--- config.mk ---
export PLATFORM = sky130hd
export DESIGN_NAME = adc_power_state_irq_ctrl
export DESIGN_NICKNAME = d
export VERILOG_FILES = /design/src/adc_ctrl_pkg.sv /design/src/adc_power_state_irq_ctrl.sv
export VERILOG_INCLUDE_DIRS = /design/src
export SDC_FILE = /design/constraint.sdc
export NUM_CORES = 1
export LEC_CHECK = 0
export ABC_AREA = 1
export ABC_CLOCK_PERIOD_IN_PS = 2770
export BUFFER_PORTS_ARGS = -buffer_cell sky130_fd_sc_hd__buf_2
export CORE_MARGIN = 10
export CORE_UTILIZATION = 55
export CTS_BUF_LIST = sky130_fd_sc_hd__clkbuf_16
export DETAILED_ROUTE_END_ITERATION = 8
export GPL_TIMING_DRIVEN = 0
export PLACE_DENSITY = 0.75
export SLEW_MARGIN = 25
export SYNTH_ARGS = -nofsm -noshare
export SYNTH_HDL_FRONTEND = slang
export SYNTH_SLANG_ARGS = --single-unit
--- constraint.sdc ---
create_clock -name clk -period 2.77 [get_ports clk]
set_input_delay 0.1385 -clock clk [delete_from_list [all_inputs] [get_ports clk]]
set_output_delay 0.1385 -clock clk [all_outputs]
set_load 0.05 [all_outputs]
--- src/adc_ctrl_params.svh ---
// Register map, field positions, reset values and timing figures of the control block
`ifndef ADC_CTRL_PARAMS_SVH
`define ADC_CTRL_PARAMS_SVH
`define REG_IRQ_ENABLE 8'h60
`define REG_IRQ_CFG 8'h62
`define REG_PWR_REQ 8'h70
`define REG_PROC_CTRL 8'h71
`define REG_PWR_STAT 8'h72
`define REG_RATE_CLASS 8'h73
`define IRQ_CFG_RST 8'h10
`define PWR_REQ_RST 8'h70
`define PROC_CTRL_RST 8'h10
`define RD_UNMAPPED 8'h00
`define SENSE_HI 5
`define SENSE_LO 4
`define WIDTH_HI 1
`define WIDTH_LO 0
`define SENSE_LOW 2'h0
`define SENSE_HIGH 2'h1
`define SENSE_OPEN_DRAIN 2'h2
`define WIDTH_LEVEL 2'h3
`define PWR_ANALOG_BIT 2
`define PWR_SLEEP_BIT 1
`define PWR_HOLD_BIT 0
`define PROC_TWO_CH_BIT 7
`define PROC_FLT_BIT 5
`define PROC_HPF_BIT 4
`define PROC_MUTE_C2R 3
`define PROC_MUTE_C2L 2
`define PROC_MUTE_C1R 1
`define PROC_MUTE_C1L 0
`define CLK_PERIOD_PS 5000
`define IRQ_UNIT_MS 1
`define IRQ_UNIT_CYC ((`IRQ_UNIT_MS * 1000000000) / `CLK_PERIOD_PS)
`define FADE_CYC 8
`endif

--- src/adc_ctrl_pkg.sv ---
// Types of the power-state, interrupt-pin and register control block
package adc_ctrl_pkg;
    typedef enum logic [3:0] {
        PS_POWER_DOWN = 4'h0,
        PS_WAIT_CLOCK = 4'h1,
        PS_RELEASE = 4'h2,
        PS_STANDBY = 4'h3,
        PS_FADE_IN = 4'h4,
        PS_FADE_OUT = 4'h5,
        PS_SLEEP = 4'h9,
        PS_RUN = 4'hf
    } psm_e;

    typedef struct packed {
        logic [7:0] irq_cfg;
        logic [7:0] pwr_req;
        logic [7:0] proc_ctrl;
        psm_e psm;
        logic [7:0] fade_cnt;
        logic [2:0] rate;
        logic [19:0] irq_cnt;
        logic irq_active;
        logic irq_out;
        logic irq_oe;
        logic flags_clear;
        logic two_ch;
        logic detect_en;
        logic analog_off;
        logic [7:0] rdata;
    } ctrl_s;
endpackage : adc_ctrl_pkg

--- src/adc_power_state_irq_ctrl.sv ---
// Control and status registers, power-state sequencer and interrupt pin driver
// Summary of operation
// - Interrupt pin sense field: 00 low, 01 high (reset), 10 open-drain low.
// - Interrupt pulse width field: 00 1 ms (reset), 01 2 ms, 10 3 ms.
// - Width code 11 holds interrupt asserted as level until acknowledged.
// - Power bit 2 set puts analog section into power-down.
// - Power bit 1 set enters sleep; sleep starts audio-content detection.
// - Power bit 0 selects run (0) or digital standby (1).
// - Processing bit 7 selects four-channel (0) or two-channel (1) processing.
// - Processing bit 5 selects normal (0) or short-latency (1) decimation filter.
// - Processing bit 4 enables high-pass filter; enabled after reset.
// - Processing bits 3..0 mute ch2 right, ch2 left, ch1 right, ch1 left.
// - Read-only four-bit field reports current power-state machine code.
// - Read-only three-bit field reports detected sampling-rate class.
// - Writing zero to interrupt enable register clears latched interrupt flags.
`include "adc_ctrl_params.svh"
`timescale 1ns/1ps
`default_nettype none

module adc_power_state_irq_ctrl #(
    parameter int IRQ_UNIT_CYCLES = `IRQ_UNIT_CYC,
    parameter int FADE_CYCLES = `FADE_CYC
) (
    input wire logic clk, // 200 MHz clock
    input wire logic nrst, // Async reset, active low
    input wire logic [7:0] reg_addr, // Control port register address
    input wire logic [7:0] reg_wdata, // Control port write data
    input wire logic reg_wr, // Write strobe, one cycle
    input wire logic reg_rd, // Read strobe, one cycle
    output logic [7:0] reg_rdata, // Read data, valid the cycle after reg_rd
    input wire logic irq_event, // Interrupt flag raised, one-cycle pulse
    input wire logic clk_stable, // Audio clocks detected stable
    input wire logic [2:0] rate_class_in, // Rate class from frame clock detector
    output logic irq_out, // Interrupt pin output level
    output logic irq_oe, // Interrupt pin output enable
    output logic irq_flags_clear, // Pulse: clear latched interrupt flags
    output logic analog_powered_down, // Analog section held powered down
    output logic audio_detect_en, // Audio-content detector running
    output logic two_channel_processing, // Two-channel processing mode
    output logic decimator_response_sel, // Short-latency decimation filter
    output logic highpass_on, // High-pass filter enabled
    output logic silence_second_right, // Mute channel 2 right
    output logic silence_second_left, // Mute channel 2 left
    output logic silence_first_right, // Mute channel 1 right
    output logic silence_first_left, // Mute channel 1 left
    output logic [3:0] power_state, // Current power-state code
    output logic [2:0] detected_rate_class // Detected sampling-rate class
);
    localparam adc_ctrl_pkg::ctrl_s RST_STATE = '{
        irq_cfg: `IRQ_CFG_RST,
        pwr_req: `PWR_REQ_RST,
        proc_ctrl: `PROC_CTRL_RST,
        psm: adc_ctrl_pkg::PS_POWER_DOWN,
        irq_oe: 1'b1,
        analog_off: 1'b1,
        default: '0
    };

    adc_ctrl_pkg::ctrl_s r;
    adc_ctrl_pkg::ctrl_s n;
    logic ack_write;
    logic [1:0] sense;
    logic [1:0] width;

    assign ack_write = reg_wr && (reg_addr == `REG_IRQ_ENABLE) && (reg_wdata == 8'h00);
    assign sense = r.irq_cfg[`SENSE_HI:`SENSE_LO];
    assign width = r.irq_cfg[`WIDTH_HI:`WIDTH_LO];

    always_comb begin
        n = r;
        n.flags_clear = ack_write;
        if (reg_wr) begin
            case (reg_addr)
                `REG_IRQ_CFG: n.irq_cfg = reg_wdata;
                // Reserved bits kept as written; host restores the 01110 pattern
                `REG_PWR_REQ: n.pwr_req = reg_wdata;
                `REG_PROC_CTRL: n.proc_ctrl = reg_wdata;
                default: ; // Status registers ignore writes
            endcase
        end
        if (reg_rd) begin
            case (reg_addr)
                `REG_IRQ_CFG: n.rdata = r.irq_cfg;
                `REG_PWR_REQ: n.rdata = r.pwr_req;
                `REG_PROC_CTRL: n.rdata = r.proc_ctrl;
                `REG_PWR_STAT: n.rdata = {4'h0, r.psm};
                `REG_RATE_CLASS: n.rdata = {5'h00, r.rate};
                default: n.rdata = `RD_UNMAPPED;
            endcase
        end
        n.rate = rate_class_in;

        // Power-state sequencer
        case (r.psm)
            adc_ctrl_pkg::PS_POWER_DOWN: begin
                if (!r.pwr_req[`PWR_ANALOG_BIT]) begin
                    n.psm = adc_ctrl_pkg::PS_WAIT_CLOCK;
                end
            end
            adc_ctrl_pkg::PS_WAIT_CLOCK: begin
                if (r.pwr_req[`PWR_ANALOG_BIT]) begin
                    n.psm = adc_ctrl_pkg::PS_POWER_DOWN;
                end else if (clk_stable) begin
                    n.psm = adc_ctrl_pkg::PS_RELEASE;
                end
            end
            adc_ctrl_pkg::PS_RELEASE: n.psm = adc_ctrl_pkg::PS_STANDBY;
            adc_ctrl_pkg::PS_STANDBY: begin
                if (r.pwr_req[`PWR_ANALOG_BIT]) begin
                    n.psm = adc_ctrl_pkg::PS_POWER_DOWN;
                end else if (r.pwr_req[`PWR_SLEEP_BIT]) begin
                    n.psm = adc_ctrl_pkg::PS_SLEEP;
                end else if (!r.pwr_req[`PWR_HOLD_BIT]) begin
                    n.psm = adc_ctrl_pkg::PS_FADE_IN;
                    n.fade_cnt = 8'(FADE_CYCLES - 1);
                end
            end
            adc_ctrl_pkg::PS_FADE_IN: begin
                if (r.fade_cnt == 8'h00) begin
                    n.psm = adc_ctrl_pkg::PS_RUN;
                end else begin
                    n.fade_cnt = r.fade_cnt - 8'h01;
                end
            end
            adc_ctrl_pkg::PS_RUN: begin
                if (r.pwr_req[`PWR_ANALOG_BIT:`PWR_HOLD_BIT] != 3'h0) begin
                    n.psm = adc_ctrl_pkg::PS_FADE_OUT;
                    n.fade_cnt = 8'(FADE_CYCLES - 1);
                end
            end
            adc_ctrl_pkg::PS_FADE_OUT: begin
                if (r.fade_cnt == 8'h00) begin
                    n.psm = adc_ctrl_pkg::PS_STANDBY;
                end else begin
                    n.fade_cnt = r.fade_cnt - 8'h01;
                end
            end
            adc_ctrl_pkg::PS_SLEEP: begin
                if (!r.pwr_req[`PWR_SLEEP_BIT] || r.pwr_req[`PWR_ANALOG_BIT]) begin
                    n.psm = adc_ctrl_pkg::PS_STANDBY;
                end
            end
            default: n.psm = adc_ctrl_pkg::PS_POWER_DOWN;
        endcase
        n.analog_off = (n.psm == adc_ctrl_pkg::PS_POWER_DOWN);
        n.detect_en = (n.psm == adc_ctrl_pkg::PS_SLEEP);
        // Channel count only follows the register outside run, so a late write cannot glitch
        if (n.psm != adc_ctrl_pkg::PS_RUN) begin
            n.two_ch = n.proc_ctrl[`PROC_TWO_CH_BIT];
        end

        // Interrupt pulse timer; a new event wins over an acknowledge
        if (irq_event) begin
            n.irq_active = 1'b1;
            n.irq_cnt = 20'(IRQ_UNIT_CYCLES * (int'(width) + 1) - 1);
        end else if (r.irq_active) begin
            if (width == `WIDTH_LEVEL) begin
                n.irq_active = !ack_write;
            end else if (r.irq_cnt == 20'h00000) begin
                n.irq_active = 1'b0;
            end else begin
                n.irq_cnt = r.irq_cnt - 20'h00001;
            end
        end
        case (sense)
            `SENSE_LOW: begin
                n.irq_out = !n.irq_active;
                n.irq_oe = 1'b1;
            end
            `SENSE_OPEN_DRAIN: begin
                n.irq_out = 1'b0;
                n.irq_oe = n.irq_active;
            end
            // Reserved code behaves as active high
            default: begin
                n.irq_out = n.irq_active;
                n.irq_oe = 1'b1;
            end
        endcase
    end

    always_ff @(posedge clk or negedge nrst) begin
        if (!nrst) begin
            r <= RST_STATE;
        end else begin
            r <= n;
        end
    end

    assign reg_rdata = r.rdata;
    assign irq_out = r.irq_out;
    assign irq_oe = r.irq_oe;
    assign irq_flags_clear = r.flags_clear;
    assign analog_powered_down = r.analog_off;
    assign audio_detect_en = r.detect_en;
    assign two_channel_processing = r.two_ch;
    assign decimator_response_sel = r.proc_ctrl[`PROC_FLT_BIT];
    assign highpass_on = r.proc_ctrl[`PROC_HPF_BIT];
    assign silence_second_right = r.proc_ctrl[`PROC_MUTE_C2R];
    assign silence_second_left = r.proc_ctrl[`PROC_MUTE_C2L];
    assign silence_first_right = r.proc_ctrl[`PROC_MUTE_C1R];
    assign silence_first_left = r.proc_ctrl[`PROC_MUTE_C1L];
    assign power_state = r.psm;
    assign detected_rate_class = r.rate;
endmodule : adc_power_state_irq_ctrl

`default_nettype wire

Word level (Yosys, flattened, before mapping). Cells that the tools add are included. Widths: inputs -> output; s select.

Muxes and demuxes: 25. $add $sub $neg: 4. Reductions and logical operators: 21. Eq/ne operators: 24. Multiply operators: 1.

Operators with widths (number): $eq 8x7->1 const B (6); $mux 21 (2); $mux 20 (2); $mux 8 (5); $pmux 8 s5 (1); $sub 20x1->20 const B (2); $mux 4 (8); $pmux 4 s8 (1); $mux 12 (2); $pmux 8 s3 (1); $logic_not 20->1 (1); $logic_not 8->1 (2); $mul 12x3->14 const A (1); $ne 2x2->1 const B (7); $eq 4x4->1 const B (3); $eq 4x2->1 const B (2); $eq 4x3->1 const B (2); $logic_not 4->1 (2); $sub 8x1->8 const B (1); $reduce_and 2->1 (3); $reduce_and 6->1 (1); $reduce_bool 3->1 (2); $eq 2x2->1 const B (2); $eq 4x1->1 const B (1); 11 further kinds (15).

Word-level logic and storage cells: 91. Input port bits: 25. Output and inout port bits: 27. Flip-flop bits (word level): 74.

Longest topological paths before layout.
Depth after elaboration: 9. Depth in mapped cells: 15. Mapped depth without buffers: 15.

Worst setup path after synthesis. Ideal clock, no wire load.

Path type: reg-to-reg. From: reg r[66] in the netlist's numbering. To: reg r[27] in the netlist's numbering. Data arrival time: 2.081 ns. Cell stages (with the launch flop): 15. Slack: 0.572 ns. Period minus slack after synthesis: 2.198 ns. Library setup time: 0.117 ns. Path buffers: 0. Path through: dfrtp_1 > inv_1 > ha_1 > inv_1 > nor2_1 > nor2_1 > ha_1 > inv_1 > nand4_1 > nor2_1 > nand3_1 > nand3_1 > nand2_1 > nand2_1 > nand2_1.

Word-level cells in the longest chain between the ends: 4.

RTL lines: from (decl) (RTL line adc_power_state_irq_ctrl.sv:59) `adc_ctrl_pkg::ctrl_s r;`; from (signal assigned) (RTL line adc_power_state_irq_ctrl.sv:186) `r <= n;`; $add 2x1->3 (RTL line adc_power_state_irq_ctrl.sv:155) `n.irq_cnt = 20'(IRQ_UNIT_CYCLES * (int'(width) + 1) - 1);`; $mul 12x3->14 (RTL line adc_power_state_irq_ctrl.sv:155); $sub 20x1->20 (RTL line adc_power_state_irq_ctrl.sv:155); $mux 21 (RTL line adc_power_state_irq_ctrl.sv:153) `if (irq_event) begin`.

Several ways; a longest one is shown, not always the timed one. A chain may end at the register's enable or synchronous reset.

Worst setup path in the final report.
From: reg r[67] in the netlist's numbering. To: reg r[27] in the netlist's numbering.

The elaborated chain is that of the path after synthesis.

==> results.txt <==
----------------------------------------------------
[Placement]
  Routability cong. ... 0.920
  Placed Cells ... 791
  Count of input and output buffers ... 51
  Worst-case setup slack after placement ... 0.0830 ns
  Placed wire-length estimate after detailed placement ... 9110 microns
  Placement Cell Area ... 5020 sq um

[Cells and area]
  Commonest non-fill, non-tap cell in the layout ... sky130_fd_sc_hd__nand2_1
  Filler Cells Inserted ... 706
  Final core area utilization ... 0.657
  Net total in the final layout ... 741
  Share of layout cells above drive strength 1 ... 0.187
  Most frequent cells in the layout ... sky130_fd_sc_hd__nand2_1 (185), sky130_fd_sc_hd__nand3_1 (73), sky130_fd_sc_hd__nor2_1 (68), sky130_fd_sc_hd__dfrtp_1 (65), sky130_fd_sc_hd__inv_1 (60)
  Final design area excluding fillers ... 5370 sq um
  Area grow syn2layout ... 16.6%
  Cell Count, Final, Fillers Out ... 812
  # diodes ... 0

[Clocking]
  Clk Tree Root Cell ... sky130_fd_sc_hd__clkbuf_16
  H-tree depth reported by CTS ... 3
  TritonCTS Sinks ... 74
  Worst-case clock buffer depth ... 2
  Clock latency on the worst-skew pair ... 0.33 ns
  Number of buffers added by the clock tree synthesis step ... 9
  Reg clk slew, reported paths ... 0.06 ns
  TritonCTS clock tree ... built

[Setup path]
  Biggest cell delay along the critical path ... 0.42 ns
  Flop2flop setup slack ... 0.33 ns
  CP Cell Sequence ... inv_1 > ha_2 > inv_1 > nor2_1 > nor2_1 > ha_1 > inv_1 > nand4_1 > nor2_1 > nand3_1 > nand3_1 > nand2_1 > nand2_1 > nand2_1
  CP required ... 2.99 ns
  Critical-path maximum fanout ... 6
  Beginning of the critical path ... r[67]
  Worst setup SP type ... register
  Crit path arrival time ... 2.66 ns
  Crit-path slowest cell ... sky130_fd_sc_hd__dfrtp_2
  Crit path kind ... register to register
  Startpoint of the lowest-slack register-to-register path ... r[67]
  Setup crit end kind ... register

[Global routing]
  Number of global-route vias before repair ... 4290
  Antenna violations before repair ... 0
  Largest net degree at the start of global routing ... 48
  Sum of overflow across all layers after global routing ... 0
  Tot GR Track Use ... 0.188
  Global-route wire length before repair ... 19900 microns

[Timing]
  Final worst setup slack ... 0.329 ns
  Max-slew headroom ... 0.649
  Final Cycle Share ... 0.881
  Time the final worst path needs with I/O delays and setup ... 2.44 ns
  Count of final hold-check violations ... 0
  Peak Freq ... 0.410 GHz
  Max Slew Vio Count ... 0
  Maximum clock skew at final layout ... 0.00856 ns
  WHS ... 0.0528 ns
  Final setup violation count ... 0
  RSZ-0062 raised after global routing ... false
  Slew of the pin with the lowest slew margin ... 0.525 ns
  Setup TNS ... 0 ns

[Detailed routing]
  Initial DRT Pass Iterations ... 5
  Drt initial violations ... 281
  Number of DRC violations after detailed routing ... 0
  Post-Route WL ... 11800 microns
  Antenna violation net count after detailed routing ... 0
  Vias per cell ... 5.38
  Via total after detailed routing ... 4368
  Detailed-route wire length per cell ... 14.5 microns

[Yosys]
  Number of standard cells after synthesis ... 634
  Unique cell type count in the Yosys netlist ... 36
  Syn_area_per_cell ... 7.27 sq um
  Count of state elements after synthesis ... 74
  Most used DFF post-synth ... sky130_fd_sc_hd__dfrtp_1
  Share of synthesized area occupied by flip-flops and latches ... 0.404
  Share of synthesized registers carrying an async set or reset ... 1.00
  Count of synthesis-stage warnings from yosys ... 0
  Post-Syn Area ... 4610 sq um
  Number of flops mapped to enable cells by yosys ... 0
  Mapped Nets ... 673

[Floorplan]
  Chip height ... 112 microns
  Number of I/O pins ... 52
  Area of the die ... 12400 sq um
  Die extent in x ... 112 microns
  Area of the core region ... 8180 sq um
  Initial standard-cell utilization of the core ... 0.564
  Number of placement rows ... 33

[Hold path]
  Start point of the worst hold path ... reg_wdata[6]
  Type of the worst min-delay path ... input pin to register

[Job]
  Max cap viols ... 0

[Pwr]
  Pwr Density ... 557 nW/um^2
  Largest vdd supply drop ... 333 uV
  Leakage power ... 2.92 nW
  Power, Total ... 2.99 mW

[Status]
  Result of the run ... finished clean

----------------------------------------------------
-- what timing repair did --
action                                 in CTS  in global routing
gates resized for setup                     0                  3
endpoints found under the hold margin      29                  0
setup endpoints to repair                   0                  1
hold buffers                                4                  0
buffers inserted                            0                  1
-- cell type report --
class                           count  area, sq um  area share
Multi-Input combinational cell    468         2330       0.433
Sequential cell                    74         1860       0.347
Timing Repair Buffer               57          333      0.0620
Inverter                           67          251      0.0468
Clock buffer                        9          225      0.0419
Buffer                             25          171      0.0319
Tap cell                          105          131      0.0245
Clock inverter                      7         70.1      0.0130
-- kinds of logic (layout without fill, tap and decap cells) --
group / after synthesis / in the layout / share of synthesized area
xor+xnor: 8 / 8 / 0.0152
flops: 74 / 74 / 0.404
simple gates: 367 / 367 / 0.356
fa+ha+maj: 14 / 14 / 0.0380
compound gates: 79 / 79 / 0.0951
buf+inv: 92 / 165 / 0.0918
-- worst paths after layout --
kind / endpoint / depth (start not counted)
min reg2reg: r[64] / 2
max reg2reg: r[27] / 14
max: r[27] / 14
max in group asynchronous: r[63] / 3
min: r[64] / 3
min in group asynchronous: r[27] / 2
-- routing by layer --
metal	global-route usage	part of all wire	routed length [microns]	vias up
met1	0.239	0.44	5220	2060
met3	0.0429	0.060	704	11
li1	-	-	-	2177
met5	0	0	0	-
met4	0.0523	0.0095	112	0
met2	0.311	0.49	5720	120
-- power breakdown --
| group | switching (mW) | leakage [nW] | internal, mW |
|---|---|---|---|
| Combinational | 0.397 | 1.86 | 0.180 |
| Clock | 0.460 | 0.145 | 0.695 |
| Sequential | 0.0866 | 0.908 | 1.17 |
| Total | 0.944 | 2.92 | 2.05 |
-- state kept, by name, summed over array words and instances, names as in the netlist --
name / flops
analog_powered_down: 1
audio_detect_en: 1
decimator_response_sel: 1
detected_rate_class: 3
highpass_on: 1
irq_flags_clear: 1
irq_oe: 1
irq_out: 1
power_state: 4
r: 47
reg_rdata: 8
silence_first_left: 1
silence_first_right: 1
silence_second_left: 1
silence_second_right: 1
two_channel_processing: 1
-- cells in the mapped netlist (2+ instances only) --
cell / instances / area (sq um)
sky130_fd_sc_hd__a21oi_1: 13 / 65.1
sky130_fd_sc_hd__inv_1: 60 / 225
sky130_fd_sc_hd__nor3_4: 3 / 48.8
sky130_fd_sc_hd__nand3_1: 73 / 365
sky130_fd_sc_hd__nand3_2: 2 / 20.0
sky130_fd_sc_hd__nand2_1: 185 / 694
sky130_fd_sc_hd__buf_2: 2 / 10.0
sky130_fd_sc_hd__clkbuf_1: 3 / 11.3
sky130_fd_sc_hd__dfrtp_1: 67 / 1680
sky130_fd_sc_hd__ha_1: 14 / 175
sky130_fd_sc_hd__nand2_2: 5 / 31.3
sky130_fd_sc_hd__or2_2: 2 / 12.5
sky130_fd_sc_hd__inv_2: 7 / 26.3
sky130_fd_sc_hd__nor2_4: 2 / 22.5
sky130_fd_sc_hd__buf_4: 18 / 135
sky130_fd_sc_hd__o21ai_1: 12 / 60.1
sky130_fd_sc_hd__dfstp_2: 7 / 184
sky130_fd_sc_hd__nand4_1: 11 / 68.8
sky130_fd_sc_hd__xor2_1: 7 / 61.3
sky130_fd_sc_hd__o21ai_0: 42 / 210
sky130_fd_sc_hd__nor2_1: 68 / 255
sky130_fd_sc_hd__o211ai_1: 7 / 52.6
sky130_fd_sc_hd__nor3_1: 4 / 20.0
sky130_fd_sc_hd__nand2_4: 2 / 22.5
sky130_fd_sc_hd__nor2_2: 6 / 37.5
sky130_fd_sc_hd__a21o_1: 2 / 15.0
-- worst max-delay path: cells and delay by family, from the launching register on --
kind / cells / cell delay (ns)
adders and majority gates: 2 / 0.75
buffers and inverters: 3 / 0.28
and+or+nand+nor: 9 / 0.88
DFF: 1 / 0.42
Power figures use the tool's default switching activity.
